File: src/core/ebrw_cfg.svh
// timing and field layout constants of the external bus wait control
`ifndef EBRW_CFG_SVH
`define EBRW_CFG_SVH
`define EBRW_CLK_PERIOD_NS 50
`define EBRW_PHASE_UNIT_NS 50
`define EBRW_PHASE_UNIT_CYC ((`EBRW_PHASE_UNIT_NS + `EBRW_CLK_PERIOD_NS - 1) / `EBRW_CLK_PERIOD_NS)
`define EBRW_TIM_W 13
`define EBRW_AB_LSB 0
`define EBRW_AB_W 3
`define EBRW_C_LSB 3
`define EBRW_C_W 2
`define EBRW_D_LSB 5
`define EBRW_D_W 1
`define EBRW_E_LSB 6
`define EBRW_E_W 5
`define EBRW_F_LSB 11
`define EBRW_F_W 2
`define EBRW_CNT_W 6
`define EBRW_ADDR_RST 24'h000000
`define EBRW_DATA_RST 16'h0000
`endif

File: src/core/ebrw_pkg.sv
// types of the external bus wait control
package ebrw_pkg;
   typedef enum logic [5:0] {
      ST_IDLE = 6'h01,
      ST_AB = 6'h02,
      ST_C = 6'h04,
      ST_D = 6'h08,
      ST_E = 6'h10,
      ST_F = 6'h20
   } ebrw_state_type;
endpackage

File: src/core/ebrw_ctrl.sv
// external bus cycle engine with wait handshake control
`timescale 1ns/10ps
`include "ebrw_cfg.svh"
module ebrw_ctrl #(
   parameter int NUM_SEL = 4,
   parameter int SEL_W = 2
) (
   input wire logic i_clk,
   input wire logic i_resetn,
   input wire logic i_cfg_mux_mode,
   input wire logic i_cfg_ready_enable,
   input wire logic i_cfg_ready_async,
   input wire logic i_cfg_ready_active_high,
   input wire logic [NUM_SEL*`EBRW_TIM_W-1:0] i_per_select_timing_config,
   input wire logic i_req_valid,
   output logic o_req_ready,
   input wire logic i_req_write,
   input wire logic [SEL_W-1:0] i_req_sel,
   input wire logic [23:0] i_req_addr,
   input wire logic [15:0] i_req_wdata,
   input wire logic i_req_high_byte,
   output logic o_rsp_valid,
   output logic [15:0] o_rsp_rdata,
   input wire logic i_ready,
   output logic o_bus_reference_clock_out,
   output logic o_cs_n,
   output logic o_ale,
   output logic o_rd_n,
   output logic o_wr_n,
   output logic o_high_byte_enable_n,
   output logic [23:0] o_demuxed_address_lines,
   input wire logic [15:0] i_muxed_addr_data_lines,
   output logic [15:0] o_muxed_addr_data_lines,
   output logic o_muxed_addr_data_lines_oe_n,
   input wire logic [15:0] i_demuxed_data_lines,
   output logic [15:0] o_demuxed_data_lines,
   output logic o_demuxed_data_lines_oe_n
);
   typedef logic [`EBRW_TIM_W-1:0] ebrw_tim_type;
   typedef logic [`EBRW_CNT_W-1:0] ebrw_cnt_type;

   function automatic ebrw_cnt_type phase_len(input ebrw_pkg::ebrw_state_type s,
                                              input ebrw_tim_type t);
      ebrw_cnt_type n;
      n = '0;
      case (s)
         ebrw_pkg::ST_AB:
         begin
            n = ebrw_cnt_type'(t[`EBRW_AB_LSB +: `EBRW_AB_W]);
            if (n == '0)
               n = ebrw_cnt_type'(1);
         end
         ebrw_pkg::ST_C: n = ebrw_cnt_type'(t[`EBRW_C_LSB +: `EBRW_C_W]);
         ebrw_pkg::ST_D: n = ebrw_cnt_type'(t[`EBRW_D_LSB +: `EBRW_D_W]);
         ebrw_pkg::ST_E: n = ebrw_cnt_type'(t[`EBRW_E_LSB +: `EBRW_E_W]) + ebrw_cnt_type'(1);
         ebrw_pkg::ST_F: n = ebrw_cnt_type'(t[`EBRW_F_LSB +: `EBRW_F_W]);
         default: n = '0;
      endcase
      return ebrw_cnt_type'(n * ebrw_cnt_type'(`EBRW_PHASE_UNIT_CYC));
   endfunction

   // zero-length phases are skipped entirely
   function automatic ebrw_pkg::ebrw_state_type next_phase(input ebrw_pkg::ebrw_state_type cur,
                                                           input ebrw_tim_type t);
      ebrw_pkg::ebrw_state_type s;
      logic done;
      s = cur;
      done = 1'b0;
      for (int k = 0; k < 5; k++)
      begin
         if (!done)
         begin
            case (s)
               ebrw_pkg::ST_IDLE: s = ebrw_pkg::ST_AB;
               ebrw_pkg::ST_AB: s = ebrw_pkg::ST_C;
               ebrw_pkg::ST_C: s = ebrw_pkg::ST_D;
               ebrw_pkg::ST_D: s = ebrw_pkg::ST_E;
               ebrw_pkg::ST_E: s = ebrw_pkg::ST_F;
               default: s = ebrw_pkg::ST_IDLE;
            endcase
            if (s == ebrw_pkg::ST_IDLE || phase_len(s, t) != '0)
               done = 1'b1;
         end
      end
      return s;
   endfunction

   ebrw_pkg::ebrw_state_type state_reg, state_next;
   ebrw_cnt_type cnt_reg, cnt_next;
   ebrw_tim_type tim_reg, tim_next;
   logic wr_reg, wr_next, hb_reg, hb_next;
   logic [23:0] addr_reg, addr_next;
   logic [15:0] wdata_reg, wdata_next, rdata_reg, rdata_next;
   logic rsp_reg, rsp_next, cs_n_reg, cs_n_next, ale_reg, ale_next;
   logic rd_n_reg, rd_n_next, wr_n_reg, wr_n_next, hbe_n_reg, hbe_n_next;
   logic [15:0] mux_out_reg, mux_out_next;
   logic mux_oe_n_reg, mux_oe_n_next, dmx_oe_n_reg, dmx_oe_n_next;
   logic ready_s1_reg, ready_s2_reg;
   logic ready_level, ready_act, accept, sample_pt;

   // the reference clock is the system clock forwarded to the pad
   assign o_bus_reference_clock_out = i_clk;
   // sync mode reads the pin itself for the shortest cycle; async pays two stages
   assign ready_level = i_cfg_ready_async ? ready_s2_reg : i_ready;
   assign ready_act = (ready_level == i_cfg_ready_active_high);
   assign accept = i_req_valid && (state_reg == ebrw_pkg::ST_IDLE);
   assign sample_pt = (state_reg == ebrw_pkg::ST_E) && (cnt_reg == '0);
   assign o_req_ready = (state_reg == ebrw_pkg::ST_IDLE);

   always_ff @(posedge i_clk or negedge i_resetn)
   begin
      if (!i_resetn)
      begin
         ready_s1_reg <= 1'b0;
         ready_s2_reg <= 1'b0;
      end
      else
      begin
         ready_s1_reg <= i_ready;
         ready_s2_reg <= ready_s1_reg;
      end
   end

   always_comb
   begin
      state_next = state_reg;
      cnt_next = cnt_reg;
      tim_next = tim_reg;
      wr_next = wr_reg;
      hb_next = hb_reg;
      addr_next = addr_reg;
      wdata_next = wdata_reg;
      rdata_next = rdata_reg;
      if (accept)
      begin
         tim_next = i_per_select_timing_config[i_req_sel*`EBRW_TIM_W +: `EBRW_TIM_W];
         wr_next = i_req_write;
         hb_next = i_req_high_byte;
         addr_next = i_req_addr;
         wdata_next = i_req_wdata;
         state_next = ebrw_pkg::ST_AB;
         cnt_next = phase_len(ebrw_pkg::ST_AB, tim_next) - ebrw_cnt_type'(1);
      end
      else if (state_reg != ebrw_pkg::ST_IDLE)
      begin
         if (cnt_reg != '0)
            cnt_next = cnt_reg - ebrw_cnt_type'(1);
         else if (state_reg == ebrw_pkg::ST_E && i_cfg_ready_enable && !ready_act)
            cnt_next = '0;
         else
         begin
            state_next = next_phase(state_reg, tim_reg);
            cnt_next = phase_len(state_next, tim_reg) - ebrw_cnt_type'(1);
            if (state_next == ebrw_pkg::ST_IDLE)
               cnt_next = '0;
         end
      end
      // capture on the edge that lifts the read strobe, before any address moves
      if (state_reg == ebrw_pkg::ST_E && state_next != ebrw_pkg::ST_E && !wr_reg)
         rdata_next = i_cfg_mux_mode ? i_muxed_addr_data_lines : i_demuxed_data_lines;
      rsp_next = (state_reg != ebrw_pkg::ST_IDLE) && (state_next == ebrw_pkg::ST_IDLE);
   end

   // pad outputs decoded from the next state so they leave flops glitch-free
   always_comb
   begin
      cs_n_next = (state_next == ebrw_pkg::ST_IDLE);
      ale_next = (state_next == ebrw_pkg::ST_AB);
      rd_n_next = !(state_next == ebrw_pkg::ST_E && !wr_next);
      wr_n_next = !(state_next == ebrw_pkg::ST_E && wr_next);
      hbe_n_next = cs_n_next || !hb_next;
      mux_out_next = addr_next[15:0];
      mux_oe_n_next = 1'b1;
      dmx_oe_n_next = 1'b1;
      if (i_cfg_mux_mode)
      begin
         if (state_next == ebrw_pkg::ST_AB || state_next == ebrw_pkg::ST_C)
            mux_oe_n_next = 1'b0;
         else if (state_next != ebrw_pkg::ST_IDLE && wr_next)
         begin
            mux_out_next = wdata_next;
            mux_oe_n_next = 1'b0;
         end
      end
      else if (wr_next && (state_next == ebrw_pkg::ST_D || state_next == ebrw_pkg::ST_E ||
                           state_next == ebrw_pkg::ST_F))
         dmx_oe_n_next = 1'b0;
   end

   always_ff @(posedge i_clk or negedge i_resetn)
   begin
      if (!i_resetn)
      begin
         state_reg <= ebrw_pkg::ST_IDLE;
         cnt_reg <= '0;
         tim_reg <= '0;
         wr_reg <= 1'b0;
         hb_reg <= 1'b0;
         addr_reg <= `EBRW_ADDR_RST;
         wdata_reg <= `EBRW_DATA_RST;
         rdata_reg <= `EBRW_DATA_RST;
         rsp_reg <= 1'b0;
         cs_n_reg <= 1'b1;
         ale_reg <= 1'b0;
         rd_n_reg <= 1'b1;
         wr_n_reg <= 1'b1;
         hbe_n_reg <= 1'b1;
         mux_out_reg <= `EBRW_DATA_RST;
         mux_oe_n_reg <= 1'b1;
         dmx_oe_n_reg <= 1'b1;
      end
      else
      begin
         state_reg <= state_next;
         cnt_reg <= cnt_next;
         tim_reg <= tim_next;
         wr_reg <= wr_next;
         hb_reg <= hb_next;
         addr_reg <= addr_next;
         wdata_reg <= wdata_next;
         rdata_reg <= rdata_next;
         rsp_reg <= rsp_next;
         cs_n_reg <= cs_n_next;
         ale_reg <= ale_next;
         rd_n_reg <= rd_n_next;
         wr_n_reg <= wr_n_next;
         hbe_n_reg <= hbe_n_next;
         mux_out_reg <= mux_out_next;
         mux_oe_n_reg <= mux_oe_n_next;
         dmx_oe_n_reg <= dmx_oe_n_next;
      end
   end

   assign o_rsp_valid = rsp_reg;
   assign o_rsp_rdata = rdata_reg;
   assign o_cs_n = cs_n_reg;
   assign o_ale = ale_reg;
   assign o_rd_n = rd_n_reg;
   assign o_wr_n = wr_n_reg;
   assign o_high_byte_enable_n = hbe_n_reg;
   assign o_demuxed_address_lines = addr_reg;
   assign o_muxed_addr_data_lines = mux_out_reg;
   assign o_muxed_addr_data_lines_oe_n = mux_oe_n_reg;
   assign o_demuxed_data_lines = wdata_reg;
   assign o_demuxed_data_lines_oe_n = dmx_oe_n_reg;

   sync_ready_a: assert property (@(posedge i_clk) disable iff (!i_resetn)
      sample_pt && i_cfg_ready_enable && !i_cfg_ready_async &&
      (i_ready == i_cfg_ready_active_high) |=> state_reg != ebrw_pkg::ST_E)
      else $error("sync wait active did not end access");
   async_stage_a: assert property (@(posedge i_clk) disable iff (!i_resetn)
      sample_pt && i_cfg_ready_enable && i_cfg_ready_async &&
      ($past(i_ready, 2) != i_cfg_ready_active_high) |=> state_reg == ebrw_pkg::ST_E)
      else $error("async wait used without synchroniser delay");
   wait_insert_a: assert property (@(posedge i_clk) disable iff (!i_resetn)
      sample_pt && i_cfg_ready_enable && !ready_act |=> sample_pt)
      else $error("no waitstate inserted on inactive wait");
   cycle_end_a: assert property (@(posedge i_clk) disable iff (!i_resetn)
      sample_pt && (ready_act || !i_cfg_ready_enable) |=> o_rd_n && o_wr_n)
      else $error("cycle not ended on active wait");
   mand_wait_a: assert property (@(posedge i_clk) disable iff (!i_resetn)
      state_reg == ebrw_pkg::ST_E && cnt_reg != '0 |=> state_reg == ebrw_pkg::ST_E)
      else $error("access phase left before mandatory waitstates");
   read_capture_a: assert property (@(posedge i_clk) disable iff (!i_resetn)
      $rose(o_rd_n) && !i_cfg_mux_mode |-> o_rsp_rdata == $past(i_demuxed_data_lines))
      else $error("read data not captured at strobe rise");
   mux_addr_a: assert property (@(posedge i_clk) disable iff (!i_resetn)
      i_cfg_mux_mode && $stable(i_cfg_mux_mode) && o_ale |->
      !o_muxed_addr_data_lines_oe_n && o_muxed_addr_data_lines == o_demuxed_address_lines[15:0])
      else $error("address missing on shared lines");
   access_len_a: assert property (@(posedge i_clk) disable iff (!i_resetn)
      $rose(state_reg == ebrw_pkg::ST_E) |->
      cnt_reg == ebrw_cnt_type'(tim_reg[`EBRW_E_LSB +: `EBRW_E_W]))
      else $error("access phase length wrong");
   phase_order_a: assert property (@(posedge i_clk) disable iff (!i_resetn)
      state_reg == ebrw_pkg::ST_F |=> state_reg inside {ebrw_pkg::ST_F, ebrw_pkg::ST_IDLE})
      else $error("hold phase not followed by idle");
   sync_chain_a: assert property (@(posedge i_clk) disable iff (!i_resetn)
      ##2 ready_s2_reg == $past(i_ready, 2))
      else $error("wait synchroniser is not two stages");
endmodule

File: config.mk
export PLATFORM = sky130hd
export DESIGN_NAME = ebrw_ctrl
export DESIGN_NICKNAME = d
export VERILOG_FILES = /design/src/core/ebrw_pkg.sv /design/src/core/ebrw_ctrl.sv
export VERILOG_INCLUDE_DIRS = /design/src /design/src/core
export SDC_FILE = /design/constraint.sdc
export NUM_CORES = 1
export LEC_CHECK = 0
export CORE_MARGIN = 2
export CORE_UTILIZATION = 58
export DETAILED_ROUTE_END_ITERATION = 6
export DONT_BUFFER_PORTS = 1
export HOLD_SLACK_MARGIN = 0.08
export PLACE_DENSITY = 0.72
export SETUP_SLACK_MARGIN = 0.3
export SLEW_MARGIN = 40
export SYNTH_ARGS = -nofsm -noshare
export SYNTH_HDL_FRONTEND = slang
export SYNTH_SLANG_ARGS = --single-unit
File: constraint.sdc
create_clock -name i_clk -period 7.2 [get_ports i_clk]
set_input_delay 1.08 -clock i_clk [delete_from_list [all_inputs] [get_ports i_clk]]
set_output_delay 1.08 -clock i_clk [all_outputs]
set_load 0.02 [all_outputs]
# Word-level counts from Yosys, hierarchy flattened
# Cells that the tools add are included.
dict set report totals {
  register_bits 109
  out_inout_bits 82
  n_memories 0
  ram_bits 0
  wordCells 248
  latch_bits 0
  romBits 0
}
dict set report classes {
  eq_ne 65
  order_cmp 0
  n_bitwise 0
  reduce_logical 32
  n_mux 125
  n_mul 1
  div_mod_pow 0
  n_addsub 4
  n_shift 1
}
# cell count
set op_table {}
lappend op_table {{6-bit 2-to-1 mux} 76}
lappend op_table {{6-bit case mux with 5 select lines} 10}
lappend op_table {{16-bit 2-to-1 mux} 6}
lappend op_table {{6-bit by 1-bit equality test with 1-bit output (second input constant)} 11}
lappend op_table {{6-bit by 2-bit equality test with 1-bit output (second input constant)} 11}
lappend op_table {{6-bit by 3-bit equality test with 1-bit output (second input constant)} 11}
lappend op_table {{6-bit by 4-bit equality test with 1-bit output (second input constant)} 11}
lappend op_table {{6-bit by 5-bit equality test with 1-bit output (second input constant)} 11}
lappend op_table {{52-bit by 7-bit indexed part select with 13-bit output} 1}
lappend op_table {{6-bit equality test (second input constant)} 6}
lappend op_table {{1-bit 2-to-1 mux} 31}
lappend op_table {{6-bit nonzero test} 5}
lappend op_table {{6-bit by 1-bit subtractor with 6-bit output (second input constant)} 3}
lappend op_table {{6-bit by 1-bit inequality test with 1-bit output (second input constant)} 2}
lappend op_table {{1-bit logical AND} 10}
lappend op_table {{1-bit logical OR} 8}
lappend op_table {{5-bit by 1-bit adder with 6-bit output (second input constant)} 1}
lappend op_table {{1-bit logical NOT} 6}
lappend op_table {{3-bit logical NOT} 2}
lappend op_table {{2-bit by 4-bit multiplier with 6-bit output (second input constant)} 1}
lappend op_table {{3-bit 2-to-1 mux} 2}
lappend op_table {{6-bit by 5-bit inequality test with 1-bit output (second input constant)} 1}
lappend op_table {{2-bit nonzero test} 1}
lappend op_table {{1-bit equality test} 1}

# Longest topological paths before layout
# Gate-level depths: netlist of run 1.
dict set report depth {
  depth_word 98
  ltp_mapped 16
}

==> results.json, run 1 <==
{
  "ios": 218,
  "p_int_mw": 1.59,
  "synth_common_cells": "dfrtp_1, mux2_2, nor2_1",
  "final_nets": 580,
  "reg2reg_slack_ns": 3.23,
  "die_x_um": 103,
  "ys_warn_count": 0,
  "antenna_found_initial": 0,
  "antenna_left": 0,
  "worstHoldPathType": "input port to asynchronous set/reset pin",
  "worstSetupPathType": "clock port to output port",
  "synthAdderAreaFrac_pct": 0.883,
  "reg2reg_from": "tim_reg[6]",
  "yosys-mux-area-fraction_pct": 26.9,
  "nFillCells": 785,
  "diodes": 0,
  "first_iter_violations": 368,
  "gp_congestion": 0.968,
  "ys_seq_elements": 109,
  "yosysTopAreaCell": "dfrtp_1",
  "synth_nets": 593,
  "grt_first_pass_wirelength_um": 19500,
  "dp_cells": 562,
  "synth_compound_area_share_pct": 9.31,
  "hold_violations": 0,
  "crit_path_start_kind": "clock port",
  "worst-path-stages": 0,
  "wl_per_cell_um": 22.2,
  "synth_cell_type_count": 71,
  "clk_latency_ns": 0.39,
  "final_cell_count_no_fill": 578,
  "dr.pass1.iters": 4,
  "synthSimpleGateAreaFrac_pct": 9.71,
  "io_buffers": 0,
  "grt_max_degree": 110,
  "ctsLongestPathBuffers": 2,
  "grt_pass1_vias": 3793,
  "tightest_slew_ns": 0.731,
  "grt-ovfl-total": 0,
  "power_density_nw_per_um2": 492,
  "cts_tree": "yes",
  "synth.yosys.seq_area_share_pct": 48.3,
  "status": "complete, no violations",
  "drc": 0,
  "largest_reg_flops": 24,
  "die_area_um2": 10600,
  "synth_edf_count": 0,
  "p_leak_nw": 2.55,
  "ctsHtreeMaxLevel": 3,
  "clock_power_share_pct": 13.3,
  "dp.final_hpwl_um": 9420,
  "register_area_um2": 2740,
  "required_ns": 6.12,
  "swShare_pct": 45.4,
  "maxCapViolCount": 0,
  "synthXorXnorAreaFrac_pct": 1.39,
  "clock-sinks": 109,
  "grt_util_all_layers_pct": 24.8,
  "syn2layout_area_growth_pct": 4.19,
  "cts_setup_buffers": 0,
  "setup_violations": 0,
  "arrival_ns": 3.60,
  "fin_setup_tns_ns": 0,
  "synth_top_family_by_area": "multiplexers",
  "async_flop_share_pct": 100,
  "final_layout_size_suffix_gt1_share_pct": 33.0,
  "multi_input_area_um2": 2750,
  "num_rows": 36,
  "viasPerCell": 6.34,
  "rsz0062_at_grt": "false",
  "die-height_um": 103,
  "maxSlewViolCount": 0,
  "clk_pin_slew_worst_paths_ns": 0.12,
  "cts_root_buffer": "clkbuf_8",
  "hold_buffers": 0,
  "relSlewSlack_pct": 51.3,
  "syn_area_per_cell_um2": 12.5,
  "comb_power_share_pct": 40.1,
  "fin_worst_hold_slack_ns": 0.367,
  "start_util_pct": 58.8,
  "coreArea_um2": 9640,
  "yosys-top-cells-area": "dfrtp_1, mux2_2, mux4_2, dfstp_2, mux2_4",
  "drt-total-wl_um": 12900,
  "syn-instance-count": 453,
  "crit_fanout": 2,
  "end_kind": "output port",
  "synth_top_area_share_pct": 45.0,
  "share_seq_of_total_power_pct": 46.6,
  "crit_start": "i_clk",
  "yosysMostFrequentCell": "dfrtp_1",
  "netlist_area_um2": 5670,
  "peakVddDrop_v": 0.000249,
  "synth_flop_cell": "dfrtp_1",
  "vias": 3662,
  "power.switching_mw": 1.32,
  "cts_buffers": 9,
  "finClkSkew_ns": 0.0129,
  "cts-resized-gates": 0,
  "reg2regPathDepth": 10
}
[path summary, 6_finish.rpt]
check | endpoint
worst min register to register | ready_s2_reg
worst max-delay path | o_bus_reference_clock_out
worst max register to register | o_rsp_rdata[0]
max in group asynchronous | o_cs_n
min in group i_clk | ready_s2_reg
worst min-delay path | o_rsp_valid
[cell families (layout without fill, tap and decap cells)]
logic type      Yosys count  count (layout)
mux                     120             120
xor+xnor                  9               9
simple gates            100             100
flops                   109             109
compound gates           74              74
buf+inv                  37              29
fa+ha+maj                 4               4
[metal layers]
| metal | up-vias | track usage, % | part of all wire, % |
|---|---|---|---|
| met5 | - | 0 | 0 |
| li1 | 1636 | - | - |
| met3 | 16 | 7.66 | 8.4 |
| met4 | 0 | 9.72 | 1.9 |
| met1 | 1832 | 31.1 | 39 |
| met2 | 178 | 40.5 | 51 |
[power by group through the flow]
stage | Clock, mW | Sequential, mW | Combinational [mW]
floorplan | 0.0162 | 1.26 | 1.02
global placement | 0 | 1.36 | 1.11
detailed placement | 0 | 1.36 | 1.17
CTS | 0.394 | 1.36 | 1.16
global route | 0.423 | 1.39 | 1.30
finish | 0.387 | 1.35 | 1.17
[cells in the final DEF (no fill, tap or decap), types with 3 or more instances in the layout]
| master | Yosys | layout |
|---|---|---|
| nand3_1 | 8 | 8 |
| nor3_1 | 6 | 6 |
| inv_8 | 0 | 3 |
| nand2_1 | 24 | 23 |
| o21ai_0 | 19 | 19 |
| dfrtp_1 | 102 | 102 |
| a211oi_1 | 3 | 3 |
| o211ai_1 | 5 | 5 |
| ha_1 | 4 | 4 |
| nand2b_1 | 4 | 4 |
| xor2_1 | 6 | 6 |
| mux2_4 | 10 | 10 |
| clkbuf_8 | 0 | 9 |
| xnor2_1 | 3 | 3 |
| o21bai_1 | 3 | 3 |
| mux2i_1 | 6 | 6 |
| dfstp_2 | 7 | 7 |
| and2_1 | 3 | 3 |
| mux4_2 | 13 | 13 |
| a21oi_1 | 11 | 11 |
| mux2_1 | 10 | 10 |
| inv_1 | 11 | 11 |
| nor2_1 | 27 | 27 |
| nor2b_1 | 5 | 5 |
| a31o_2 | 3 | 3 |
| a221oi_1 | 3 | 3 |
| mux2_2 | 81 | 81 |
[stage by stage]
stage	total power, mW	utilization [%]	area (um2)	worst slack, ns
after floorplan	2.29	-	5670	2.39
after global placement	2.47	59.1	5690	2.52
after detailed placement	2.53	59.1	5700	2.52
after CTS	2.91	61.3	5910	2.52
after global routing	3.11	61.3	5910	2.52
final	2.91	61.3	5910	2.52
[layout make-up]
class | count | area share [%]
Clock buffer | 9 | 2.10
Clock inverter | 7 | 1.42
Inverter | 12 | 0.762
Multi-Input combinational cell | 307 | 46.5
Sequential cell | 109 | 46.3
Tap cell | 133 | 2.82
Timing Repair Buffer | 1 | 0.127
Note: power is estimated with default switching activity, not from simulation.
==> run 2: changes to the inputs <==
Settings changed: ABC_AREA set to 1, PLACE_DENSITY 0.72 to 0.74.
Clock period 7.2 ns to 3.97 ns, I/O delays scaled along.
==> run 2 against run 1 <==
Compared with the run above: power rose by 81%; clock power increased by 65%; global-route usage up 2.2 points; flip-flop and latch count is the same; critical endpoint is now o_muxed_addr_data_lines[1]; combinational power up 91%; count of clock-buffer cells in the layout unchanged; highest routed layer unchanged; sequential power up 77%; die area grew 2.1%; sequential share of layout area shrank 1.7 points; first-iteration DRC count shrank 20%; cell count up 54%; clock skew up 0.0026 ns.
==> results.json, run 2 <==
{
  "clk_pin_slew_worst_paths_ns": 0.11,
  "io_buffers": 0,
  "synth.yosys.seq_area_share_pct": 47.2,
  "synth_nets": 904,
  "ios": 218,
  "dr.pass1.iters": 5,
  "comb_power_share_pct": 42.5,
  "ctsLongestPathBuffers": 2,
  "clock-sinks": 109,
  "tightest_slew_ns": 0.672,
  "status": "complete, no violations",
  "async_flop_share_pct": 100,
  "cts_buffers": 9,
  "coreArea_um2": 9730,
  "syn_area_per_cell_um2": 7.59,
  "worstHoldPathType": "input port to asynchronous set/reset pin",
  "end_kind": "flop",
  "share_seq_of_total_power_pct": 45.4,
  "die_x_um": 104,
  "vias": 4949,
  "start_util_pct": 59.6,
  "timing.rr.end": "o_muxed_addr_data_lines[1]",
  "power.switching_mw": 2.66,
  "crit_slowest_cell": "o21ai_0",
  "critPathMaxStageDelay_ns": 0.59,
  "finClkSkew_ns": 0.0155,
  "grt_util_all_layers_pct": 26.9,
  "period_minus_slack_ns": 3.41,
  "hold_violations": 0,
  "power_density_nw_per_um2": 859,
  "cts_tree": "yes",
  "synth_cell_type_count": 41,
  "first_iter_violations": 296,
  "largest_reg_flops": 24,
  "critPathBufInv": 6,
  "gp_congestion": 0.923,
  "synth_edf_count": 0,
  "worstSetupPathType": "flop to flop",
  "crit_path_start_kind": "flop",
  "arrival_ns": 3.68,
  "antenna_left": 0,
  "worst-path-stages": 18,
  "required_ns": 4.24,
  "p_leak_nw": 3.18,
  "antenna_found_initial": 0,
  "ys_warn_count": 0,
  "yosysMostFrequentCell": "nand2_1",
  "grt_first_pass_wirelength_um": 23700,
  "wl_per_cell_um": 16.0,
  "fmax_mhz": 294,
  "reg2reg_slack_ns": 0.56,
  "synth_flop_cell": "dfrtp_1",
  "syn2layout_area_growth_pct": 5.78,
  "relSlewSlack_pct": 54.7,
  "grt_pass1_vias": 4988,
  "num_rows": 36,
  "drc": 0,
  "dp.final_hpwl_um": 10600,
  "syn-instance-count": 764,
  "peakVddDrop_v": 0.000410,
  "grt_max_degree": 110,
  "clock_power_share_pct": 12.1,
  "placed_area_um2": 5870,
  "drt-total-wl_um": 14300,
  "yosysTopAreaCell": "dfrtp_1",
  "yosys-top-cells-area": "dfrtp_1, nand2_1, nor2_1, o21ai_0, nand3_1",
  "ys_seq_elements": 109,
  "reg2reg_from": "cnt_reg[0]",
  "cts_root_buffer": "clkbuf_8",
  "crit_chain": "inv_1, ha_1, inv_1, nor2_1, nand2_1, nor2_1, inv_1, nor2_1, inv_1, o21ai_0, inv_1, nor2_1, nand4_1, nor2_1, nor2_4, buf_6, nand3_1, nand2_1",
  "die_area_um2": 10800,
  "fin_setup_tns_ns": 0,
  "setup_violations": 0,
  "ctsHtreeMaxLevel": 3,
  "synth_common_cells": "nand2_1, dfrtp_1, nor2_1",
  "final_layout_size_suffix_gt1_share_pct": 8.97,
  "fin_worst_hold_slack_ns": 0.147,
  "cp-endpoint": "o_muxed_addr_data_lines[1]",
  "netlist_area_um2": 5800,
  "final_area_um2": 6130,
  "path_delay_family": "simple AND/OR/NAND/NOR gates",
  "die-height_um": 104,
  "layout_common_cells": "nand2_1, dfrtp_1, nor2_1",
  "crit_fanout": 16,
  "grt-ovfl-total": 0,
  "reg2regPathDepth": 18,
  "swShare_pct": 50.6,
  "synth_top_area_share_pct": 44.0,
  "maxCapViolCount": 0,
  "rsz0062_at_grt": "false",
  "final_common_cell": "nand2_1",
  "fin_crit_sh_pct": 85.8,
  "p_int_mw": 2.60,
  "clk_latency_ns": 0.38,
  "crit_start": "cnt_reg[0]",
  "maxSlewViolCount": 0,
  "viasPerCell": 5.55,
  "final_nets": 893,
  "diodes": 0
}
-- run 2: cell count changes after synthesis, sizes merged, moves of 11 or more --
cell,change
mux4,-13
nand2,+261
o21ai,+37
nand3,+43
mux2i,+11
inv,+52
nor2,+65
mux2,-101
-- run 2: power by group through the flow --
stage	registers, mW	logic [mW]	clock network [mW]
6_report	2.39	2.24	0.638
5_1_grt	2.45	2.59	0.703
4_1_cts	2.39	2.18	0.655
3_5_place_dp	2.41	2.15	0
3_3_place_gp	2.40	2.06	0
2_1_floorplan	2.28	1.75	0.0294
-- run 2: repair_timing --
item,in CTS,in global routing
hold buffers,1,0
endpoints found under the setup margin,0,33
endpoints found under the hold margin,109,0
gates resized for setup,0,7
buffers inserted,0,2
-- run 2: cells by family after synthesis --
kind of cell,after synthesis,synth area share [%]
buffers and inverters,94,6.50
muxes,17,2.94
AOI/OAI and AO/OA,92,9.22
and+or+nand+nor,444,32.7
adders and majority gates,4,0.863
DFF,109,47.2
xor gates and xnor gates,4,0.604
-- run 2: worst min-delay path by stage --
stage	start	end	slack (ns)	depth (start not counted)
6_report	i_resetn	o_demuxed_address_lines[20]	0.15	1
5_1_grt	i_resetn	o_muxed_addr_data_lines[13]	0.16	1
4_1_cts	i_resetn	o_demuxed_address_lines[17]	0.16	1
3_5_place_dp	i_resetn	tim_reg[11]	0.30	0
3_3_place_gp	i_resetn	tim_reg[11]	0.30	0
2_1_floorplan	i_resetn	cnt_reg[0]	0.30	0
-- run 2: area by class of cell --
cell class / count / area, um2
clock inverter: 7 / 65.1
sequential: 109 / 2740
fill: 911 / 3600
tap: 133 / 166
clock buffer: 9 / 124
inverter: 65 / 244
multi-input combinational: 561 / 2710
timing repair buffer: 7 / 83.8
-- run 2: metrics by stage --
stage / setup WS [ns] / power [mW] / utilization [%] / std cells
final: 0.563 / 5.27 / 63.0 / 891
after global routing: 0.257 / 5.73 / 63.0 / 891
after CTS: 0.335 / 5.23 / 62.5 / 889
after detailed placement: 0.369 / 4.56 / 60.3 / 872
after global placement: 0.538 / 4.46 / 60.3 / 872
after floorplan: 1.03 / 4.06 / - / 764
-- run 2: routing by layer --
metal | part of all wire [%] | global-route usage (%) | up-vias
met5 | 0 | 0 | -
met4 | 2.7 | 9.94 | 0
met3 | 7.4 | 8.71 | 30
met2 | 51 | 46.7 | 181
met1 | 39 | 31.2 | 2332
li1 | - | - | 2406
